==> src/uart_shadow_pkg.sv <==
// Shared constants for the UART shadow data port
package uart_shadow_pkg;
   // ------------------------------------------------------------
   // Address map
   // ------------------------------------------------------------
   localparam logic [31:0] ALIAS_BASE_ADDR   = 32'h5000_1030;
   localparam logic [31:0] ALIAS_SPAN_BYTES  = 32'h0000_0040;
   localparam logic [31:0] ALIAS_2_ADDR      = 32'h5000_1038;
   localparam logic [31:0] ALIAS_3_ADDR      = 32'h5000_103c;
   localparam logic [31:0] CTRL_ADDR         = 32'h5000_1080;
   localparam logic [31:0] LINE_STATUS_ADDR  = 32'h5000_1084;
   localparam logic [31:0] IRQ_STATUS_ADDR   = 32'h5000_1088;
   localparam logic [31:0] IRQ_MASK_ADDR     = 32'h5000_108c;

   // ------------------------------------------------------------
   // Field positions
   // ------------------------------------------------------------
   localparam int CTRL_FIFO_EN_BIT  = 0;
   localparam int CTRL_IR_MODE_BIT  = 1;
   localparam int LS_DATA_READY_BIT = 0;
   localparam int LS_OVERRUN_BIT    = 1;
   localparam int LS_TX_EMPTY_BIT   = 5;
   localparam int LS_TX_FULL_BIT    = 6;
   localparam int EV_RX_BIT         = 0;
   localparam int EV_OVERRUN_BIT    = 1;
   localparam int EV_TX_EMPTY_BIT   = 2;
   localparam int EV_TX_DROP_BIT    = 3;
   localparam int EV_WIDTH          = 4;

   // ------------------------------------------------------------
   // Reset values and sizes
   // ------------------------------------------------------------
   localparam logic [1:0]  CTRL_RESET       = 2'h0;
   localparam logic [3:0]  IRQ_MASK_RESET   = 4'h0;
   localparam logic [31:0] RDATA_RESET      = 32'h0000_0000;
   localparam int          FIFO_DEPTH_RESET = 16;
endpackage : uart_shadow_pkg

==> src/uart_shadow_data_port.sv <==
// Shadow data port of a UART: aliased receive/transmit data locations
//
// Behaviour
// - Sixteen aliased 32-bit words all reach the receive buffer and transmit holding.
// - Received byte comes from serial input, or infrared input in infrared mode.
// - Read byte is valid only while data-ready is set; reader checks first.
// - FIFOs off: new character overwrites unread byte and flags overrun.
// - FIFOs on: a read returns the receive FIFO head.
// - Receive FIFO full: keep contents, drop new character, flag overrun.
// - Written data goes to serial output, or active-low infrared output.
// - FIFOs off: one write clears transmit-holding-empty.
// - FIFOs off: further writes before empty replace the pending byte.
// - FIFOs on: writes accepted up to configured depth before full.
// - Write to a full transmit FIFO is dropped, contents unchanged.
//
// The plain strobed port was chosen for this implementation.
`timescale 1ns/1ps
module uart_shadow_data_port #(
   parameter int DEPTH = uart_shadow_pkg::FIFO_DEPTH_RESET
) (
   // Clock and reset
   input  wire logic        clk_i,
   input  wire logic        rst_i,
   // Register port
   input  wire logic [31:0] addr_i,
   input  wire logic [31:0] wdata_i,
   input  wire logic        we_i,
   input  wire logic        re_i,
   output logic      [31:0] rdata_o,
   // Receive characters
   input  wire logic        rx_sin_valid_i,
   input  wire logic [7:0]  rx_sin_data_i,
   input  wire logic        rx_sir_valid_i,
   input  wire logic [7:0]  rx_sir_data_i,
   // Transmit characters
   output logic      [7:0]  tx_data_o,
   output logic             tx_sout_valid_o,
   output logic             tx_sir_valid_n_o,
   input  wire logic        tx_ready_i,
   // Interrupt
   output logic             irq_o
);
   localparam int AW = (DEPTH > 1) ? $clog2(DEPTH) : 1;
   localparam int CW = $clog2(DEPTH + 1);
   localparam logic [CW-1:0] CAP_FIFO = CW'(DEPTH);
   localparam logic [CW-1:0] CAP_ONE  = CW'(1);

   // ------------------------------------------------------------
   // State
   // ------------------------------------------------------------
   logic [7:0]             rx_mem [DEPTH];
   logic [7:0]             tx_mem [DEPTH];
   logic [AW-1:0]          rx_rd, rx_wr, tx_rd, tx_wr;
   logic [CW-1:0]          rx_count, tx_count;
   logic [1:0]             ctrl;
   logic                   overrun;
   logic [uart_shadow_pkg::EV_WIDTH-1:0] irq_status, irq_mask;

   function automatic logic [AW-1:0] step(input logic [AW-1:0] p);
      step = (p == AW'(DEPTH - 1)) ? '0 : p + AW'(1);
   endfunction : step

   // ------------------------------------------------------------
   // Address decode
   // ------------------------------------------------------------
   wire [31:0] alias_off  = addr_i - uart_shadow_pkg::ALIAS_BASE_ADDR;
   wire alias_hit         = (alias_off < uart_shadow_pkg::ALIAS_SPAN_BYTES) && (alias_off[1:0] == 2'h0);
   wire rd_alias          = re_i && alias_hit;
   wire wr_alias          = we_i && alias_hit;
   wire ctrl_hit          = addr_i == uart_shadow_pkg::CTRL_ADDR;
   wire lstat_hit         = addr_i == uart_shadow_pkg::LINE_STATUS_ADDR;
   wire istat_hit         = addr_i == uart_shadow_pkg::IRQ_STATUS_ADDR;
   wire imask_hit         = addr_i == uart_shadow_pkg::IRQ_MASK_ADDR;
   wire fifo_en           = ctrl[uart_shadow_pkg::CTRL_FIFO_EN_BIT];
   wire ir_mode           = ctrl[uart_shadow_pkg::CTRL_IR_MODE_BIT];
   // Switching FIFO mode flushes both paths; old pointers mean nothing in the new mode
   wire flush             = we_i && ctrl_hit && (wdata_i[uart_shadow_pkg::CTRL_FIFO_EN_BIT] != fifo_en);
   wire [CW-1:0] cap      = fifo_en ? CAP_FIFO : CAP_ONE;

   // ------------------------------------------------------------
   // Receive path
   // ------------------------------------------------------------
   wire       rx_in_valid = ir_mode ? rx_sir_valid_i : rx_sin_valid_i;
   wire [7:0] rx_in_data  = ir_mode ? rx_sir_data_i : rx_sin_data_i;
   wire [7:0] rx_head     = rx_mem[rx_rd];
   wire rx_ready_flag     = rx_count != '0;
   wire rx_pop            = rd_alias && rx_ready_flag;
   wire rx_full           = (rx_count == cap) && !rx_pop;
   wire rx_overrun        = rx_in_valid && rx_full;
   wire rx_push           = rx_in_valid && !rx_full;
   wire rx_replace        = rx_overrun && !fifo_en;
   wire rx_we             = rx_push || rx_replace;
   wire [AW-1:0] rx_widx  = rx_replace ? rx_rd : rx_wr;
   wire [CW-1:0] next_rx_count = rx_count + CW'(rx_push) - CW'(rx_pop);

   // ------------------------------------------------------------
   // Transmit path
   // ------------------------------------------------------------
   wire tx_empty          = tx_count == '0;
   wire tx_pop            = tx_ready_i && !tx_empty;
   wire tx_full           = (tx_count == cap) && !tx_pop;
   wire tx_push           = wr_alias && !tx_full;
   wire tx_replace        = wr_alias && tx_full && !fifo_en;
   wire tx_drop           = wr_alias && tx_full && fifo_en;
   wire tx_we             = tx_push || tx_replace;
   wire [AW-1:0] tx_widx  = tx_replace ? tx_rd : tx_wr;
   wire [CW-1:0] next_tx_count = tx_count + CW'(tx_push) - CW'(tx_pop);

   assign tx_data_o        = tx_mem[tx_rd];
   assign tx_sout_valid_o  = !tx_empty && !ir_mode;
   assign tx_sir_valid_n_o = !(!tx_empty && ir_mode);

   // ------------------------------------------------------------
   // Storage
   // ------------------------------------------------------------
   for (genvar i = 0; i < DEPTH; i++) begin : g_entry
      always_ff @(posedge clk_i) begin
         if (rst_i) begin
            rx_mem[i] <= 8'h00;
            tx_mem[i] <= 8'h00;
         end else begin
            if (rx_we && rx_widx == AW'(i)) rx_mem[i] <= rx_in_data;
            if (tx_we && tx_widx == AW'(i)) tx_mem[i] <= wdata_i[7:0];
         end
      end
   end

   // ------------------------------------------------------------
   // Pointers and counts
   // ------------------------------------------------------------
   always_ff @(posedge clk_i) begin
      if (rst_i || flush) begin
         rx_rd    <= '0;
         rx_wr    <= '0;
         rx_count <= '0;
         tx_rd    <= '0;
         tx_wr    <= '0;
         tx_count <= '0;
      end else begin
         if (rx_pop) rx_rd <= step(rx_rd);
         if (rx_push) rx_wr <= step(rx_wr);
         rx_count <= next_rx_count;
         if (tx_pop) tx_rd <= step(tx_rd);
         if (tx_push) tx_wr <= step(tx_wr);
         tx_count <= next_tx_count;
      end
   end

   // ------------------------------------------------------------
   // Registers and events
   // ------------------------------------------------------------
   // Last byte leaving the store is the moment holding-empty comes back
   wire tx_went_empty = tx_pop && tx_count == CW'(1) && !tx_push;
   logic [uart_shadow_pkg::EV_WIDTH-1:0] events;
   always_comb begin
      events                                   = '0;
      events[uart_shadow_pkg::EV_RX_BIT]       = rx_push;
      events[uart_shadow_pkg::EV_OVERRUN_BIT]  = rx_overrun;
      events[uart_shadow_pkg::EV_TX_EMPTY_BIT] = tx_went_empty;
      events[uart_shadow_pkg::EV_TX_DROP_BIT]  = tx_drop;
   end
   wire [uart_shadow_pkg::EV_WIDTH-1:0] clr_bits =
      (we_i && istat_hit) ? wdata_i[uart_shadow_pkg::EV_WIDTH-1:0] : '0;
   logic [7:0] line_status;
   always_comb begin
      line_status                                     = 8'h00;
      line_status[uart_shadow_pkg::LS_DATA_READY_BIT] = rx_ready_flag;
      line_status[uart_shadow_pkg::LS_OVERRUN_BIT]    = overrun;
      line_status[uart_shadow_pkg::LS_TX_EMPTY_BIT]   = tx_empty;
      line_status[uart_shadow_pkg::LS_TX_FULL_BIT]    = tx_full;
   end

   logic [31:0] read_mux;
   always_comb begin
      read_mux = 32'h0;
      if (alias_hit)      read_mux = {24'h0, rx_head};
      else if (ctrl_hit)  read_mux = {30'h0, ctrl};
      else if (lstat_hit) read_mux = {24'h0, line_status};
      else if (istat_hit) read_mux = {28'h0, irq_status};
      else if (imask_hit) read_mux = {28'h0, irq_mask};
   end

   always_ff @(posedge clk_i) begin
      if (rst_i) begin
         ctrl       <= uart_shadow_pkg::CTRL_RESET;
         irq_mask   <= uart_shadow_pkg::IRQ_MASK_RESET;
         irq_status <= '0;
         overrun    <= 1'b0;
         rdata_o    <= uart_shadow_pkg::RDATA_RESET;
      end else begin
         if (we_i && ctrl_hit) ctrl <= wdata_i[1:0];
         if (we_i && imask_hit) irq_mask <= wdata_i[uart_shadow_pkg::EV_WIDTH-1:0];
         // Set wins over a clear in the same cycle
         irq_status <= (irq_status & ~clr_bits) | events;
         overrun    <= rx_overrun || (overrun && !(re_i && lstat_hit));
         rdata_o    <= re_i ? read_mux : 32'h0;
      end
   end

   assign irq_o = |(irq_status & irq_mask);

   // ------------------------------------------------------------
   // Assertions
   // ------------------------------------------------------------
   rdata_idle_a: assert property (@(posedge clk_i) disable iff (rst_i)
      !re_i |=> rdata_o == 32'h0)
      else $error("read data not zero outside read answer");

   head_read_a: assert property (@(posedge clk_i) disable iff (rst_i)
      rd_alias && rx_ready_flag |=> rdata_o == {24'h0, $past(rx_head)})
      else $error("alias read did not return receive head");

   ir_source_a: assert property (@(posedge clk_i) disable iff (rst_i)
      ir_mode && rx_sir_valid_i && rx_count == '0 && !flush && !rd_alias
      |=> rx_count == CW'(1) && rx_head == $past(rx_sir_data_i))
      else $error("infrared byte not captured in infrared mode");

   ready_flag_a: assert property (@(posedge clk_i) disable iff (rst_i)
      rx_push && !flush
      |=> line_status[uart_shadow_pkg::LS_DATA_READY_BIT] && irq_status[uart_shadow_pkg::EV_RX_BIT])
      else $error("data ready not set after capture");

   rx_overwrite_a: assert property (@(posedge clk_i) disable iff (rst_i)
      !fifo_en && rx_count == CW'(1) && rx_in_valid && !rd_alias && !flush
      |=> rx_count == CW'(1) && overrun && rx_head == $past(rx_in_data))
      else $error("single buffer did not overwrite with overrun");

   rx_keep_full_a: assert property (@(posedge clk_i) disable iff (rst_i)
      fifo_en && rx_overrun && !flush
      |=> $stable(rx_count) && $stable(rx_head) && overrun && irq_status[uart_shadow_pkg::EV_OVERRUN_BIT])
      else $error("full receive FIFO changed on overrun");

   tx_route_a: assert property (@(posedge clk_i) disable iff (rst_i)
      tx_count != '0 |-> (ir_mode ? (!tx_sir_valid_n_o && !tx_sout_valid_o)
                                  : (tx_sout_valid_o && tx_sir_valid_n_o)))
      else $error("transmit data on wrong output");

   tx_holding_empty_clear_a: assert property (@(posedge clk_i) disable iff (rst_i)
      !fifo_en && tx_empty && wr_alias && !flush
      |=> !line_status[uart_shadow_pkg::LS_TX_EMPTY_BIT] && tx_data_o == $past(wdata_i[7:0]))
      else $error("write did not clear transmit empty");

   tx_replace_a: assert property (@(posedge clk_i) disable iff (rst_i)
      !fifo_en && tx_count == CW'(1) && wr_alias && !tx_ready_i && !flush
      |=> tx_count == CW'(1) && tx_data_o == $past(wdata_i[7:0]))
      else $error("pending transmit byte not replaced");

   tx_fill_a: assert property (@(posedge clk_i) disable iff (rst_i)
      fifo_en && tx_count < CAP_FIFO && wr_alias && !tx_ready_i && !flush
      |=> tx_count == $past(tx_count) + CW'(1))
      else $error("transmit FIFO refused a write below depth");

   tx_drop_a: assert property (@(posedge clk_i) disable iff (rst_i)
      tx_drop && !flush |=> $stable(tx_count) && $stable(tx_data_o) && irq_status[uart_shadow_pkg::EV_TX_DROP_BIT])
      else $error("write into full transmit FIFO was not dropped");

   alias_pop_a: assert property (@(posedge clk_i) disable iff (rst_i)
      rd_alias && rx_ready_flag && !rx_in_valid && !flush |=> rx_count == $past(rx_count) - CW'(1))
      else $error("alias read did not pop receive data");

   sin_ignored_a: assert property (@(posedge clk_i) disable iff (rst_i)
      ir_mode && rx_sin_valid_i && !rx_sir_valid_i && !rd_alias && !flush |=> $stable(rx_count))
      else $error("serial input taken in infrared mode");

   sir_ignored_a: assert property (@(posedge clk_i) disable iff (rst_i)
      !ir_mode && rx_sir_valid_i && !rx_sin_valid_i && !rd_alias && !flush |=> $stable(rx_count))
      else $error("infrared input taken in serial mode");

   empty_read_a: assert property (@(posedge clk_i) disable iff (rst_i)
      rd_alias && !rx_ready_flag && !rx_in_valid && !flush |=> rx_count == '0)
      else $error("read of empty receive store changed its count");

   rx_fill_a: assert property (@(posedge clk_i) disable iff (rst_i)
      fifo_en && rx_in_valid && rx_count < CAP_FIFO && !rd_alias && !flush
      |=> rx_count == $past(rx_count) + CW'(1))
      else $error("receive FIFO refused a character below depth");

   overrun_flag_a: assert property (@(posedge clk_i) disable iff (rst_i)
      rx_overrun |=> overrun && irq_status[uart_shadow_pkg::EV_OVERRUN_BIT])
      else $error("overrun not flagged");

   overrun_clear_a: assert property (@(posedge clk_i) disable iff (rst_i)
      re_i && lstat_hit && !rx_overrun |=> !overrun)
      else $error("overrun flag survived a status read");

   tx_pop_a: assert property (@(posedge clk_i) disable iff (rst_i)
      tx_ready_i && tx_count != '0 && !wr_alias && !flush |=> tx_count == $past(tx_count) - CW'(1))
      else $error("taken transmit byte not removed");

   tx_full_flag_a: assert property (@(posedge clk_i) disable iff (rst_i)
      fifo_en && tx_count == CAP_FIFO && !tx_ready_i |-> line_status[uart_shadow_pkg::LS_TX_FULL_BIT])
      else $error("transmit FIFO at depth not reported full");

   tx_idle_a: assert property (@(posedge clk_i) disable iff (rst_i)
      tx_count == '0 |-> !tx_sout_valid_o && tx_sir_valid_n_o)
      else $error("transmit output valid with nothing pending");

   tx_holding_empty_set_a: assert property (@(posedge clk_i) disable iff (rst_i)
      tx_pop && tx_count == CW'(1) && !wr_alias && !flush
      |=> line_status[uart_shadow_pkg::LS_TX_EMPTY_BIT] && irq_status[uart_shadow_pkg::EV_TX_EMPTY_BIT])
      else $error("holding empty not restored after last byte left");

   irq_clear_a: assert property (@(posedge clk_i) disable iff (rst_i)
      we_i && istat_hit && wdata_i[uart_shadow_pkg::EV_TX_EMPTY_BIT] && !tx_went_empty
      |=> !irq_status[uart_shadow_pkg::EV_TX_EMPTY_BIT])
      else $error("written one did not clear transmit empty event");

   flush_a: assert property (@(posedge clk_i) disable iff (rst_i)
      flush |=> rx_count == '0 && tx_count == '0)
      else $error("fifo mode change did not empty both paths");
endmodule : uart_shadow_data_port

==> config.mk <==
export PLATFORM = sky130hd
export DESIGN_NAME = uart_shadow_data_port
export DESIGN_NICKNAME = d
export VERILOG_FILES = /design/src/uart_shadow_pkg.sv /design/src/uart_shadow_data_port.sv
export SDC_FILE = /design/constraint.sdc
export NUM_CORES = 1
export LEC_CHECK = 0
export BUFFER_PORTS_ARGS = -buffer_cell sky130_fd_sc_hd__buf_2
export CAP_MARGIN = 5
export CELL_PAD_IN_SITES_DETAIL_PLACEMENT = 2
export CELL_PAD_IN_SITES_GLOBAL_PLACEMENT = 2
export CORE_MARGIN = 1
export CORE_UTILIZATION = 43
export CTS_BUF_LIST = sky130_fd_sc_hd__clkbuf_4 sky130_fd_sc_hd__clkbuf_8
export DETAILED_ROUTE_END_ITERATION = 8
export PLACE_DENSITY = 0.94
export SYNTH_ARGS = -nofsm -noshare
export SYNTH_HDL_FRONTEND = slang
export SYNTH_SLANG_ARGS = --single-unit
==> constraint.sdc <==
create_clock -name clk_i -period 6.3 [get_ports clk_i]
set_input_delay 0.945 -clock clk_i [delete_from_list [all_inputs] [get_ports clk_i]]
set_output_delay 0.945 -clock clk_i [all_outputs]
set_load 0.03 [all_outputs]
==> qor.yml <==
worst_hold_path:
  worstHoldStart: "irq_status[0]"
  min_to: "irq_status[0]"
  hold_class: "reg -> reg"
  hold_path_depth: 2
clock_tree:
  clock_sinks: 309
  root_buffer: "clkbuf_8"
  clk_latency_ps: 640
  numCtsBuffers: 52
  h-tree-depth: 2
  hold_buffers: 0
  clk_path_buf_depth: 3
  ctsResizeCount: 0
  cts_tree: "yes"
  cts_post_setup_buffers_inserted: 0
  clk_pin_slew_ps: 60
synthesis:
  netlist.area_leader.share_pct: 50.16
  synth_area_leaders: "edfxtp_1, mux4_2, nor2_1"
  syn_area_per_cell_um2: 12.25
  ys.flop_type: "edfxtp_1"
  synthAdderAreaFrac_pct: 1.567
  synth_xor_area_share_pct: 0.8571
  synth_cell_types: 63
  synth_edf_count: 256
  synthSimpleGateAreaFrac_pct: 16.26
  synth-compound-area-share_pct: 6.237
  synth_common_cells: "nor2_1, edfxtp_1, mux4_2"
  syn_area_mm2: 0.01533
  synth_top_family_by_area: "simple AND/OR/NAND/NOR gates"
  synth.most_common_cell: "nor2_1"
  yosys_warnings: 0
  synth_mux_area_share_pct: 14.08
  synth_cells: 1251
  ys_async_sr_fraction_pct: 0
  yosysSeqAreaShare_pct: 57.08
  synth-seq-cells: 309
  yosys.area.top_type: "edfxtp_1"
critical_path:
  cp-start-kind: "input pin"
  critPathRequiredTime_ps: 6820
  crit_buf_inv: 5
  r2r-end: "tx_mem[4][4]"
  arrival_ps: 5570
  reg2reg_depth: 6
  cp_slowest_cell: "or4b_4"
  setup.worst_path.start: "addr_i[11]"
  timing.rr.start: "ctrl[0]"
  path_max_fanout: 12
  slowest_delay_ps: 660
  crit_family: "simple AND/OR/NAND/NOR gates"
  critical_path.most_common_cell: "inv_1"
  endpoint_kind: "flop"
  ff2ff_setup_slack_ps: 2450
  crit_type: "in -> reg"
  path_cells: "buf_2 > or4_4 > o31a_1 > mux2i_1 > nor4_1 > or4b_4 > a21oi_1 > inv_1 > ha_1 > inv_1 > ha_1 > inv_1 > fa_1 > inv_1 > a21oi_1 > nor2_1 > nor2_1 > xnor2_1 > nor2_1"
floorplanning:
  die_w_um: 190.8
  boundaryPins: 130
  fp.dieArea_mm2: 0.03640
  num_rows: 68
  chipHeight_um: 190.8
  start_util_pct: 44.05
  core_area_mm2: 0.03480
cells_and_area:
  final_area_mm2: 0.01717
  layoutNonFillerInstCount: 1823
  insertedDiodeCount: 0
  syn_to_final_growth_pct: 12.03
  n_fill_cell: 3426
  drive_gt1_share_pct: 23.98
  nNetsFinal: 1429
sta:
  worst_pin_slew_ps: 1315
  tns_ps: 0
  fin_crit_sh_pct: 80.14
  final_max_slew_viol_count: 0
  maxSlewHeadroom_pct: 11.61
  fmax_mhz: 198.1
  skew_ps: 32.55
  final_hold_viol_count: 0
  rsz0062_at_grt: "false"
  finalCriticalPeriod_ps: 5049
  setup_violations: 0
detailed_routing:
  drt_iter0_markers: 824
  via_count: 10980
  drt_first_pass_iters: 7
  post_drt_wl_per_cell_um: 28.40
  ant_nets: 0
  wl_um: 51770
  drc: 0
  via_per_inst: 6.021
grt:
  grt_pass1_wl_um: 78110
  grt_max_degree: 56
  grt_overflow: 0
  first_global_vias: 12300
  antenna_found_initial: 2
  track_usage_pct: 29.37
status:
  status: "completed"
power_and_ir_drop:
  power_leakage_nw: 5.991
  power_w: 0.005232
  peakVddDrop_v: 0.0001677
  powerDensity_mw_per_mm2: 304.7
placement:
  portBuffers: 81
  placedCellCount: 1725
  hpwl_um: 35790
  dpl_cell_area_mm2: 0.01608
  gp_congestion: 0.8011
flow_run:
  maxCapViolations: 0
==> cell families (layout without fill, tap and decap cells) <==
kind of cell               Yosys count  count (layout)
AOI/OAI and AO/OA                  132             132
xor gates and xnor gates            15              15
adders and majority gates           18              18
buffers and inverters              133             227
DFF                                309             309
muxes                              113             113
other                                1              24
and+or+nand+nor                    530             530
==> worst max path at each step <==
stage | end | cells past startpoint | slack [ps]
floorplan | rx_count[4] | 19 | 1390
global placement | rx_count[4] | 19 | 910
detailed placement | rx_count[4] | 19 | 660
CTS | rx_count[4] | 19 | 1290
global route | rx_count[4] | 19 | 950
finish | rx_count[4] | 19 | 1250
==> layout make-up <==
cell class                      count  area (um^2)  area share (%)
Timing Repair Buffer              104        578.1           3.366
Sequential cell                   309         8751           50.96
Multi-Input combinational cell    832         6090           35.46
Clock buffer                       84         1018           5.931
Inverter                           25        93.84          0.5465
Clock inverter                     14        71.32          0.4153
Tap cell                          455        569.3           3.315
==> layer usage <==
layer  global-route usage, %  vias up  share of wire (%)
li1                        -     4695                  -
met1                   33.05     5747                 37
met4                   15.85        0                5.1
met5                       0        -                  0
met2                   52.83      393                 53
met3                   4.877      142                4.9
==> through the flow <==
step	hold slack (ps)	util, %	setup WS, ps
after global placement	467.0	46.21	914.5
after floorplan	446.4	-	1392
after CTS	502.0	49.35	1290
after global routing	513.0	49.35	947.5
after detailed placement	490.9	46.21	662.3
final	509.1	49.35	1251
==> worst min-delay path: stages, from the launching register on <==
cell	delay, ps
dfxtp_1	330
nand2_1	70
a21oi_1	60
==> layout by cell type, fill, tap and decap left out, types with 3 or more instances in the layout <==
| cell type | Yosys | final |
|---|---|---|
| nor2_1 | 307 | 307 |
| edfxtp_1 | 256 | 256 |
| mux4_2 | 82 | 82 |
| buf_2 | 6 | 81 |
| clkbuf_8 | 0 | 62 |
| dfxtp_1 | 53 | 51 |
| nand2_1 | 44 | 44 |
| a21oi_1 | 42 | 42 |
| nand2b_1 | 35 | 35 |
| nor3_1 | 31 | 30 |
| mux2i_1 | 30 | 30 |
| inv_1 | 25 | 25 |
| conb_1 | 1 | 24 |
| buf_4 | 24 | 23 |
| clkbuf_4 | 0 | 22 |
| or2_2 | 19 | 19 |
| o21bai_1 | 19 | 18 |
| ha_1 | 16 | 16 |
| a21o_1 | 14 | 14 |
| nor2b_1 | 13 | 13 |
| or3_1 | 12 | 12 |
| nand4_1 | 12 | 12 |
| nand3_1 | 11 | 11 |
| o21ai_0 | 10 | 10 |
| nor4_1 | 9 | 9 |
| xor2_1 | 9 | 9 |
| clkinv_1 | 0 | 9 |
| o22ai_1 | 8 | 8 |
| nor3b_2 | 8 | 8 |
| o22ai_2 | 7 | 7 |
| and3_1 | 6 | 6 |
| xnor2_1 | 6 | 6 |
| o31a_1 | 4 | 4 |
| a211oi_1 | 4 | 4 |
| a22oi_1 | 4 | 4 |
| nor4b_1 | 6 | 4 |
| a31oi_1 | 4 | 4 |
| or4_1 | 3 | 3 |
| a41oi_1 | 3 | 3 |
==> flip-flops by register name, indices dropped and copies added, names as in the netlist, named ones only <==
register    cells
irq_status      4
ctrl            2
rx_count        5
tx_mem        128
rdata_o         8
rx_rd           4
overrun         1
rx_wr           4
rx_mem        128
tx_rd           4
irq_mask        4
tx_count        5
tx_wr           4
==> where the power goes <==
group          total (W)  leakage, nW  internal, W  switching, W
Combinational   0.000910         2.33     0.000356      0.000554
Sequential       0.00240         3.08      0.00232     0.0000795
Clock            0.00192        0.580      0.00103      0.000895
Total            0.00523         5.99      0.00370       0.00153
Power figures use the tool's default switching activity.
